## src/hdl/serial_port_regs.svh

```systemverilog
/*
  Register offsets, field positions, reset values and timing counts for the
  serial port configuration and status bank.
  Assumes byte addressing on a 32-bit AHB-Lite bus, one word per register.
*/
`ifndef SERIAL_PORT_REGS_SVH
`define SERIAL_PORT_REGS_SVH

// Byte offsets
`define SP_CTRL_OFS      12'h000
`define SP_BAUD_OFS      12'h004
`define SP_IRQ_OFS       12'h008

// Reset values
`define SP_CTRL_RST      32'h0000_4007
`define SP_BAUD_RST      32'h0000_0683
`define SP_IRQ_RST       32'h0000_0000

// Writable bits; reserved bits read zero
`define SP_CTRL_WMASK    32'h00FF_C3FF
`define SP_BAUD_WMASK    32'h00FF_FFFF
`define SP_MASK_WMASK    32'h0000_7F7E

// Control fields
`define SP_POLY_LSB      0
`define SP_NOISE_EN_BIT  8
`define SP_BREAK_EN_BIT  9
`define SP_CRC_EN_BIT    14
`define SP_ORDER_BIT     15
`define SP_TMO_LSB       16
`define SP_BAUD_LSB      0
`define SP_FDELAY_LSB    16

// Status flag positions
`define SP_ST_LSB        16
`define SP_ST_BREAK      16
`define SP_ST_UCRC       17
`define SP_ST_UTMO       18
`define SP_ST_UFRAME     19
`define SP_ST_UNOISE     20
`define SP_ST_URXOVR     21
`define SP_ST_UTXOVR     22
`define SP_ST_SRXFULL    24
`define SP_ST_STXEMPTY   25
`define SP_ST_RDADDR     26
`define SP_ST_WRADDR     27
`define SP_ST_SCRC       28
`define SP_ST_STXUNDR    29
`define SP_ST_SRXOVR     30

// Last implemented host register row
`define SP_LAST_ROW      7'h16

// Timeout unit
`define SP_MS_NS         1000000
`define SP_CLK_NS        5

`endif

```

## src/hdl/serial_port_pkg.sv

```systemverilog
/*
  Types shared by the serial port configuration and status bank.
  Assumes the framing engines deliver one-cycle event strobes on hclk.
*/
package serial_port_pkg;

  typedef enum logic [1:0] {SEL_NONE, SEL_CTRL, SEL_BAUD, SEL_IRQ} reg_sel_e;

  typedef struct packed {
    logic [7:0]  crc_generator_poly;
    logic        noise_enable;
    logic        break_on_error;
    logic        crc_append_enable;
    logic        bit_order_select;
    logic [7:0]  timeout_ms;
    logic [15:0] baud_divisor;
    logic [7:0]  frame_delay;
  } serial_cfg_s;

  typedef struct packed {
    logic       valid;
    logic [7:0] data;
    logic       stop_ok;
    logic       noisy;
  } uart_char_s;

  typedef struct packed {
    logic       valid;
    logic       spi_port;
    logic [7:0] rx_crc;
    logic [7:0] calc_crc;
  } crc_check_s;

  typedef struct packed {
    logic       valid;
    logic       write;
    logic [6:0] row;
  } host_access_s;

  typedef struct packed {
    logic uart_rx_overrun;
    logic uart_tx_overrun;
    logic spi_rx_full;
    logic spi_tx_empty;
    logic spi_tx_underrun;
    logic spi_rx_overrun;
  } link_events_s;

endpackage : serial_port_pkg

```

## src/hdl/serial_port_config_status.sv

```systemverilog
/*
  Configuration, interrupt mask and error status bank of the host serial
  port (UART or SPI), reached over AHB-Lite, zero wait states.
  Assumes the framing engines run on hclk and report one-cycle strobes.
*/
// How it works
// - CRC polynomial is an eight-bit writable field, reset to 0x07.
// - Noise enable bit, reset clear; noisy bit sets noise flag when enabled.
// - Break-on-error enable bit, reset clear, driven to the UART engine.
// - CRC append enable, set at reset; both sides send a fifth CRC byte.
// - Bit order select: zero big-endian, one little-endian; host matches it.
// - Timeout field in milliseconds; expiry sets the timeout flag.
// - Sixteen-bit baud divisor, reset value gives 9600 baud.
// - Thirteen mask bits route flags to both interrupt outputs; reset clear.
// - An all-zero received frame sets the UART break flag.
// - A non-zero character without stop bit sets the framing flag.
// - Unprocessed received data overrun sets the UART receive overrun flag.
// - Host sending before reception ends sets UART transmit overrun flag.
// - SPI receive-full and transmit-empty flags are provided for diagnostics.
// - Host read outside implemented rows sets the read address flag.
// - Host write outside implemented rows sets the write address flag.
// - Too-fast SPI read-back sets the transmit underrun flag.
// - Too-close SPI writes set the receive overrun flag.
`timescale 1ns/1ps
`include "serial_port_regs.svh"

module serial_port_config_status #(
  parameter int unsigned MS_CYCLES = `SP_MS_NS / `SP_CLK_NS
) (
  // Clock and reset
  input  wire logic                         hclk,
  input  wire logic                         hresetn,
  // AHB-Lite slave
  input  wire logic                         hsel,
  input  wire logic [31:0]                  haddr,
  input  wire logic [1:0]                   htrans,
  input  wire logic                         hwrite,
  input  wire logic [2:0]                   hsize,
  input  wire logic [31:0]                  hwdata,
  input  wire logic                         hready,
  output logic      [31:0]                  hrdata,
  output logic                              hreadyout,
  output logic                              hresp,
  // Framing engine reports
  input  wire serial_port_pkg::uart_char_s   uart_char,
  input  wire serial_port_pkg::crc_check_s   crc_check,
  input  wire serial_port_pkg::host_access_s host_access,
  input  wire serial_port_pkg::link_events_s link_events,
  input  wire logic                         rx_busy,
  // Configuration and interrupts
  output serial_port_pkg::serial_cfg_s       cfg,
  output logic                              irq_out_a,
  output logic                              irq_out_b
);

  serial_port_pkg::reg_sel_e dsel;
  serial_port_pkg::reg_sel_e next_dsel;
  logic                      dwrite;
  logic                      next_dwrite;
  logic [31:0]               next_hrdata;
  logic [31:0]               ctrl;
  logic [31:0]               next_ctrl;
  logic [31:0]               baud;
  logic [31:0]               next_baud;
  logic [31:0]               irq_reg;
  logic [31:0]               next_irq_reg;
  logic [31:0]               ev;
  logic [31:0]               clr;
  logic [17:0]               tick_cnt;
  logic [17:0]               next_tick_cnt;
  logic [7:0]                ms_cnt;
  logic [7:0]                next_ms_cnt;
  logic                      tmo_done;
  logic                      next_tmo_done;
  logic                      tmo_hit;
  logic                      acc;
  serial_port_pkg::reg_sel_e asel;
  logic [14:1]               irq_hit;

  assign hreadyout = 1'b1;
  assign hresp     = 1'b0;

  // Address phase decode
  always_comb begin
    acc  = hsel & htrans[1] & hready;
    asel = serial_port_pkg::SEL_NONE;
    unique case (haddr[11:0])
      `SP_CTRL_OFS: asel = serial_port_pkg::SEL_CTRL;
      `SP_BAUD_OFS: asel = serial_port_pkg::SEL_BAUD;
      `SP_IRQ_OFS:  asel = serial_port_pkg::SEL_IRQ;
      default:      asel = serial_port_pkg::SEL_NONE;
    endcase
    if (haddr[31:12] != 20'h0_0000) begin
      asel = serial_port_pkg::SEL_NONE;
    end
  end

  // Bus data phase tracking; read data taken from the next register values
  always_comb begin
    next_dsel   = serial_port_pkg::SEL_NONE;
    next_dwrite = 1'b0;
    next_hrdata = hrdata;
    if (acc) begin
      next_dsel   = asel;
      next_dwrite = hwrite;
      if (!hwrite) begin
        unique case (asel)
          serial_port_pkg::SEL_CTRL: next_hrdata = next_ctrl;
          serial_port_pkg::SEL_BAUD: next_hrdata = next_baud;
          serial_port_pkg::SEL_IRQ:  next_hrdata = next_irq_reg;
          serial_port_pkg::SEL_NONE: next_hrdata = 32'h0000_0000;
        endcase
      end
    end
  end

  always_ff @(posedge hclk or negedge hresetn) begin
    if (!hresetn) begin
      dsel   <= serial_port_pkg::SEL_NONE;
      dwrite <= 1'b0;
      hrdata <= 32'h0000_0000;
    end else begin
      dsel   <= next_dsel;
      dwrite <= next_dwrite;
      hrdata <= next_hrdata;
    end
  end

  // Receive timeout: millisecond ticks while a reception is under way
  always_comb begin
    next_tick_cnt = tick_cnt;
    next_ms_cnt   = ms_cnt;
    next_tmo_done = tmo_done;
    tmo_hit       = 1'b0;
    if (!rx_busy || uart_char.valid) begin
      next_tick_cnt = 18'h0_0000;
      next_ms_cnt   = 8'h00;
      next_tmo_done = 1'b0;
    end else if (tick_cnt == 18'(MS_CYCLES - 1)) begin
      next_tick_cnt = 18'h0_0000;
      if (ms_cnt != 8'hFF) begin
        next_ms_cnt = ms_cnt + 8'h01;
      end
    end else begin
      next_tick_cnt = tick_cnt + 18'h0_0001;
    end
    if (rx_busy && !tmo_done && cfg.timeout_ms != 8'h00 && ms_cnt == cfg.timeout_ms) begin
      tmo_hit       = 1'b1;
      next_tmo_done = 1'b1;
    end
  end

  always_ff @(posedge hclk or negedge hresetn) begin
    if (!hresetn) begin
      tick_cnt <= 18'h0_0000;
      ms_cnt   <= 8'h00;
      tmo_done <= 1'b0;
    end else begin
      tick_cnt <= next_tick_cnt;
      ms_cnt   <= next_ms_cnt;
      tmo_done <= next_tmo_done;
    end
  end

  // Status events
  always_comb begin
    ev = 32'h0000_0000;
    ev[`SP_ST_BREAK] = uart_char.valid & ~uart_char.stop_ok & (uart_char.data == 8'h00);
    ev[`SP_ST_UFRAME] = uart_char.valid & ~uart_char.stop_ok & (uart_char.data != 8'h00);
    ev[`SP_ST_UNOISE] = uart_char.valid & uart_char.noisy & cfg.noise_enable;
    ev[`SP_ST_UCRC] = crc_check.valid & cfg.crc_append_enable & ~crc_check.spi_port
                      & (crc_check.rx_crc != crc_check.calc_crc);
    ev[`SP_ST_SCRC] = crc_check.valid & cfg.crc_append_enable & crc_check.spi_port
                      & (crc_check.rx_crc != crc_check.calc_crc);
    ev[`SP_ST_UTMO] = tmo_hit;
    ev[`SP_ST_URXOVR] = link_events.uart_rx_overrun;
    ev[`SP_ST_UTXOVR] = link_events.uart_tx_overrun;
    ev[`SP_ST_SRXFULL]  = link_events.spi_rx_full;
    ev[`SP_ST_STXEMPTY] = link_events.spi_tx_empty;
    ev[`SP_ST_RDADDR] = host_access.valid & ~host_access.write & (host_access.row > `SP_LAST_ROW);
    ev[`SP_ST_WRADDR] = host_access.valid & host_access.write & (host_access.row > `SP_LAST_ROW);
    ev[`SP_ST_STXUNDR] = link_events.spi_tx_underrun;
    ev[`SP_ST_SRXOVR]  = link_events.spi_rx_overrun;
  end

  // Register writes; status bits clear on writing one, a new event wins
  always_comb begin
    next_ctrl    = ctrl;
    next_baud    = baud;
    next_irq_reg = irq_reg | ev;
    clr          = 32'h0000_0000;
    if (dwrite) begin
      unique case (dsel)
        serial_port_pkg::SEL_CTRL: next_ctrl = hwdata & `SP_CTRL_WMASK;
        serial_port_pkg::SEL_BAUD: next_baud = hwdata & `SP_BAUD_WMASK;
        serial_port_pkg::SEL_IRQ: begin
          clr          = {hwdata[31:`SP_ST_LSB], 16'h0000};
          next_irq_reg = ((irq_reg & ~clr & ~`SP_MASK_WMASK) | (hwdata & `SP_MASK_WMASK)) | ev;
        end
        serial_port_pkg::SEL_NONE: next_ctrl = ctrl;
      endcase
    end
  end

  always_ff @(posedge hclk or negedge hresetn) begin
    if (!hresetn) begin
      ctrl    <= `SP_CTRL_RST;
      baud    <= `SP_BAUD_RST;
      irq_reg <= `SP_IRQ_RST;
    end else begin
      ctrl    <= next_ctrl;
      baud    <= next_baud;
      irq_reg <= next_irq_reg;
    end
  end

  // Fields to the framing engines
  always_comb begin
    cfg.crc_generator_poly = ctrl[`SP_POLY_LSB +: 8];
    cfg.noise_enable       = ctrl[`SP_NOISE_EN_BIT];
    cfg.break_on_error     = ctrl[`SP_BREAK_EN_BIT];
    cfg.crc_append_enable  = ctrl[`SP_CRC_EN_BIT];
    cfg.bit_order_select   = ctrl[`SP_ORDER_BIT];
    cfg.timeout_ms         = ctrl[`SP_TMO_LSB +: 8];
    cfg.baud_divisor       = baud[`SP_BAUD_LSB +: 16];
    cfg.frame_delay        = baud[`SP_FDELAY_LSB +: 8];
  end

  // mask bit n gates status bit n+16
  for (genvar i = 1; i <= 14; i++) begin : g_route
    assign irq_hit[i] = irq_reg[i + 16] & irq_reg[i];
  end

  // both outputs carry every flag whose mask bit is set; the break flag has no mask bit and never reaches them
  assign irq_out_a = |irq_hit;
  assign irq_out_b = |irq_hit;
endmodule : serial_port_config_status

```

## config.mk

```make
export PLATFORM = sky130hd
export DESIGN_NAME = serial_port_config_status
export DESIGN_NICKNAME = d
export VERILOG_FILES = /design/src/hdl/serial_port_pkg.sv /design/src/hdl/serial_port_config_status.sv
export VERILOG_INCLUDE_DIRS = /design/src /design/src/hdl
export SDC_FILE = /design/constraint.sdc
export NUM_CORES = 1
export LEC_CHECK = 0
export ABC_AREA = 1
export BUFFER_PORTS_ARGS = -buffer_cell sky130_fd_sc_hd__clkbuf_2
export CAP_MARGIN = 20
export CORE_ASPECT_RATIO = 0.9
export CORE_MARGIN = 8
export CORE_UTILIZATION = 54
export CTS_CLUSTER_DIAMETER = 60
export DETAILED_ROUTE_END_ITERATION = 7
export HOLD_SLACK_MARGIN = 0.02
export MAX_ROUTING_LAYER = met4
export PLACE_DENSITY = 0.81
export SLEW_MARGIN = 0
export SYNTH_ARGS = -nofsm -noshare
export SYNTH_HDL_FRONTEND = slang
export SYNTH_SLANG_ARGS = --single-unit
export TNS_END_PERCENT = 100
```

## constraint.sdc

```tcl
create_clock -name hclk -period 2 [get_ports hclk]
set_clock_uncertainty 0.2 [all_clocks]
set_input_delay 0.1 -clock hclk [delete_from_list [all_inputs] [get_ports hclk]]
set_output_delay 0.1 -clock hclk [all_outputs]
set_load 0.02 [all_outputs]
```

==> run_results.csv, run 1 <==
group,metric,value,unit
run_status,outcome,"finished clean",
placed_design,place_hpwl,17140,um
critical_path,critPathMaxFanout,7,
logic_synthesis,syn_inst,1033,
die,die_w,145.0,um
job,drv_cap,0,
power,peakVddDrop,0.7242,mV
cts,cts_buffer_depth,2,
die,start_util,55.20,%
logic_synthesis,synth-seq-area-share,48.07,%
logic_synthesis,avgSynthCellArea,7.834,sq um
route,drt_iter0_drc,620,
global_routing,antenna_found_initial,0,
logic_synthesis,synth_top_cell_by_area,"dfrtp_1",
critical_path,critPathLaunchType,"flip-flop",
global_routing,grtUsageTotal,26.87,%
global_routing,grt_max_degree,50,
cts,ctsHtreeMaxLevel,4,
logic_synthesis,yosysTopAreaCellShare,45.15,%
hold_path,min_path_type,"in -> reg",
layout,num_antenna_cells,0,
cts,cts_root_buffer,"clkbuf_16",
logic_synthesis,yosysWarningCount,0,
cts,cts_buffers,17,
route,firstDrtPassIters,6,
placed_design,gp_congestion,0.9019,
logic_synthesis,synth-seq-cells,155,
global_routing,grt-ovfl-total,0,
logic_synthesis,synth_cell_types,42,
die,ios,199,
logic_synthesis,synth-edff-count,0,
timing,hold_viol,0,
route,wl,25210,um
layout,finalCoreUtilization,70.74,%
die,die_area,19160,sq um
logic_synthesis,synthTopCellsByArea,"dfrtp_1 (45%), nand2_1 (12%), inv_1 (6.6%)",
cts,cts_sinks,155,
layout,largestRegisters,"baud: 32 flops, ctrl: 32 flops, hrdata: 32 flops",
logic_synthesis,mappedNetlistArea,8093,sq um
route,vias,7874,
die,die_h,132.1,um
timing,final_max_slew_viol_count,0,
timing,timing.hold.ws,80.13,ps
cts,clk_latency,430,ps
logic_synthesis,synthArstFlopShare,100.0,%
layout,synthToLayoutAreaGrowth,28.15,%
timing,fmax,506.6,MHz
global_routing,grt_pass1_wl,40380,um
power,fin_total_pwr,0.006738,W
route,wire_per_inst,17.11,um
logic_synthesis,syn-num-nets,1154,
timing,rsz0062_at_grt,"true",
route,final_antenna_net_count,0,
power,power.density,649.7,nW/um^2
layout,fin_nets,1384,
critical_path,required,2110,ps
critical_path,path_class,"reg -> reg",
placed_design,post-place-cells,1371,
timing,fin_crit_sh,98.69,%
timing,setup_viol,0,
route,viasPerCell,5.342,
cts,worst_setup_hold_path_clk_slew,60,ps
layout,drive_gt1_share,23.43,%
global_routing,grt_pass1_vias,8024,
layout,layoutNonFillerInstCount,1474,
die,fp-row-count,42,
route,drc,0,
critical_path,cp-end-kind,"flip-flop",
critical_path,cp.arrival,2080,ps
timing,period_needed,1974,ps
placed_design,port_buffers,192,
logic_synthesis,synth_ff_type,"dfrtp_1",
cts,cts_tree,"done",
power,leakage,5.633,nW
layout,fillers,1091,
die,core-area,14660,sq um
==> Yosys cell counts, drive strengths merged (11+ instances only) <==
cell type,number
o21ai,93
xor2,11
inv,146
dfrtp,146
buf,70
o211ai,21
nand3,75
clkbuf,12
nand2,263
o21a,18
or2,14
nor2,98
==> kinds of logic after synthesis <==
| group | Yosys count | share of synthesized area [%] |
|---|---|---|
| xor gates and xnor gates | 17 | 1.840 |
| AOI/OAI and AO/OA | 149 | 10.90 |
| buffers and inverters | 229 | 13.31 |
| adders and majority gates | 2 | 0.3092 |
| other | 2 | 0.09280 |
| DFF | 155 | 48.07 |
| and+or+nand+nor | 479 | 25.48 |
==> layout by cell type, fill, tap and decap left out, types with 3 or more instances in the layout <==
cell type      netlist  layout
nor3b_1              3       3
dlygate4sd3_1        0      69
o21a_1              18      18
dfrtp_1            146     146
inv_1              143     143
nor4_1               5       5
o21ai_0             22      19
o211ai_1            21      21
or2_2               11      11
dfstp_2              9       9
a31oi_1              5       5
buf_4               48      26
buf_12               0       5
nor2_2               5       6
nor2_1              92      90
nand4_1              9       9
clkbuf_16            0      17
nor3_1               6       6
o21ai_1             66      68
nand2_2              3       3
clkbuf_2             0     191
nand3_1             73      72
o21ai_2              5       6
clkbuf_1            12       8
xnor2_1              6       6
or2_1                3       3
nand2_1            260     259
a21oi_1              8       8
xor2_1              11      11
==> layout make-up <==
class / count / area (sq um) / share of cell area (%)
clock buffers: 26 / 469.2 / 4.524
clock inverters: 6 / 67.56 / 0.6515
inverters: 147 / 554.3 / 5.344
multi-input cells: 649 / 3177 / 30.63
flip-flops and latches: 155 / 3890 / 37.51
well taps: 198 / 247.7 / 2.389
repair buffers: 293 / 1966 / 18.95
==> metrics by stage <==
stage               setup TNS [ps]  area [sq um]  setup slack, ps
floorplan                        0          8093            190.5
global placement                 0          9082            152.9
detailed placement               0          9082            94.21
CTS                              0         10330           0.1392
global route                -20.16         10370           -16.38
finish                           0         10370            26.12
==> worst max-delay path: stages, from the launching register on <==
cell           delay [ps]
dfrtp_1               470
nand3_4               160
buf_4                 210
o21ai_0               150
nand2_1               110
dlygate4sd3_1         560
==> power by group <==
group          total [W]  switching [W]  internal (W)
registers        0.00318      0.0000179       0.00316
clock network    0.00299        0.00125       0.00175
logic           0.000561       0.000315      0.000247
==> final timing paths <==
check                           slack (ps)               start  depth (start not counted)                     to
worst min-delay path                    80        uart_char[6]                          6  irq_reg[19]$_DFF_PN0_
worst min register to register         270  baud[24]$_DFF_PN0_                          2     baud[24]$_DFF_PN0_
min in group asynchronous              510             hresetn                          3     baud[26]$_DFF_PN0_
worst max register to register          30    dwrite$_DFF_PN0_                          5  irq_reg[17]$_DFF_PN0_
max in group asynchronous              440             hresetn                          4      baud[0]$_DFF_PN1_
worst max-delay path                    30    dwrite$_DFF_PN0_                          5  irq_reg[17]$_DFF_PN0_
==> metal layers <==
layer / vias to the layer above / GRT usage, % / routed length (um)
li1: 3676 / - / -
met1: 3757 / 31.13 / 10200
met2: 372 / 45.36 / 12610
met3: 69 / 5.148 / 1650
met4: 0 / 10.68 / 751
met5: - / - / 0
==> repair_timing <==
item / in CTS / in global routing
gates resized for setup: 0 / 14
hold endpoints to repair: 252 / 1
buffers inserted: 0 / 1
hold buffers: 71 / 1
endpoints found under the setup margin: 0 / 25
Note: power is estimated with default switching activity, not from simulation.
==> run 2, diff against run 1 <==
- clock period: 2 -> 1.9 ns (I/O delays scaled with it)
==> run_results.csv, run 2 (synthesized netlist as in run 1, its figures left out) <==
group,metric,value,unit
critical_path,cp.arrival,2000,ps
critical_path,cp-end-kind,"flip-flop",
cts,cts_buffer_depth,2,
hold_path,min_path_type,"in -> async",
global_routing,grt_pass1_vias,8164,
layout,drive_gt1_share,24.98,%
timing,fin_crit_sh,98.88,%
critical_path,reg2reg_from,"tick_cnt[1]$_DFF_PN0_",
layout,fillers,996,
global_routing,grt-ovfl-total,0,
timing,rsz0062_at_grt,"true",
power,fin_total_pwr,0.007361,W
timing,period_needed,1879,ps
timing,worst_slew_pin_slew,553.9,ps
die,ios,199,
placed_design,place_hpwl,16820,um
placed_design,dpl-instance-area,9130,sq um
die,die_h,132.1,um
route,viasPerCell,5.337,
route,final_antenna_net_count,0,
power,leakage,5.776,nW
cts,cts_buffers,17,
job,drv_cap,0,
layout,finalCoreUtilization,72.85,%
layout,layout_common_cells,"nand2_1 (258), clkbuf_2 (189), dfrtp_1 (145)",
global_routing,grtUsageTotal,27.17,%
timing,hold_viol,0,
layout,fin_nets,1397,
route,wire_per_inst,17.22,um
timing,fmax,532.3,MHz
run_status,outcome,"finished clean",
timing,final_max_slew_viol_count,0,
layout,largestRegisters,"baud: 32 flops, ctrl: 32 flops, hrdata: 32 flops",
global_routing,grt_pass1_wl,40660,um
die,core-area,14660,sq um
die,start_util,55.20,%
timing,finalSetupTns,0,ps
timing,slew-limit-headroom,63.08,%
power,peakVddDrop,0.7227,mV
global_routing,grt_max_degree,54,
power,power.density,689.2,nW/um^2
layout,final_common_cell,"nand2_1",
die,die_w,145.0,um
placed_design,port_buffers,192,
critical_path,critPathMaxFanout,11,
critical_path,required,2020,ps
cts,cts_tree,"done",
route,firstDrtPassIters,6,
placed_design,gp_congestion,0.9279,
cts,cts_root_buffer,"clkbuf_16",
cts,clk_latency,430,ps
critical_path,path_class,"reg -> reg",
layout,layoutNonFillerInstCount,1488,
layout,synthToLayoutAreaGrowth,31.99,%
timing,setup_viol,0,
route,vias,7941,
critical_path,critPathLaunchType,"flip-flop",
route,wl,25620,um
critical_path,crit_start,"tick_cnt[1]$_DFF_PN0_",
die,fp-row-count,42,
cts,cts_sinks,155,
route,drt_iter0_drc,636,
die,die_area,19160,sq um
cts,ctsHtreeMaxLevel,4,
route,drc,0,
placed_design,post-place-cells,1374,
layout,design_area,10680,sq um
global_routing,antenna_found_initial,1,
cts,worst_setup_hold_path_clk_slew,60,ps
run 2: changes by cell type in the layout (fill, tap and decap cells not counted), sizes merged:
cell	change
inv	+1
dlymetal6s4s	-1
clkbuf	-2
diode	+1
bufinv	+1
clkinv	-2
dlygate4sd3	+8
buf	+8
run 2: layout make-up:
cell class	instances	area (sq um)	area share [%]
diodes	1	2.502	0.02343
clock buffers	26	489.2	4.580
clock inverters	6	88.84	0.8317
inverters	147	556.8	5.213
multi-input cells	649	3271	30.62
flip-flops and latches	155	3891	36.43
well taps	198	247.7	2.319
repair buffers	306	2135	19.98
run 2: path summary, 6_finish.rpt:
check / end / slack [ps] / cells after the start
min reg2reg: baud[29]$_DFF_PN0_ / 260 / 2
min: baud[17]$_DFF_PN0_ / 10 / 2
max in group asynchronous: baud[9]$_DFF_PN1_ / 830 / 3
max: tick_cnt[12]$_DFF_PN0_ / 20 / 8
max reg2reg: tick_cnt[12]$_DFF_PN0_ / 20 / 8
min in group hclk: irq_reg[17]$_DFF_PN0_ / 30 / 8
run 2: through the flow:
step                setup slack [ps]  hold slack, ps
global route                  -48.95           73.31
floorplan                      90.54          -400.6
CTS                            3.957           21.22
finish                         21.25           13.85
global placement               24.07          -105.2
detailed placement            -48.07          -103.3
run 2: worst max-delay path, cell delays in order, from the launching register on:
cell,delay (ps)
dfrtp_1,410
ha_4,170
nand3_2,130
nor3b_2,220
nand3_1,150
nand2_4,160
buf_6,170
a21oi_1,60
o21a_1,100
run 2: power breakdown:
group,total [W],internal [W],switching [W]
registers,0.00335,0.00333,0.0000186
clock network,0.00338,0.00204,0.00134
logic,0.000633,0.000285,0.000348
total,0.00736,0.00566,0.00170
run 2: timing repair:
item                                    in CTS  in global routing
endpoints found under the hold margin      250                  0
buffers inserted                             1                  3
endpoints found under the setup margin       6                 45
resized for setup                            5                 38
hold buffers                                78                  0
pin swaps                                    1                  6
run 2: per-layer routing:
metal / GRT usage, % / share of wire, % / vias to the layer above
met5: - / 0 / -
met4: 13.43 / 4.2 / 0
met3: 6.211 / 7.0 / 80
met2: 45.15 / 49 / 382
met1: 30.48 / 39 / 3769
li1: - / - / 3710
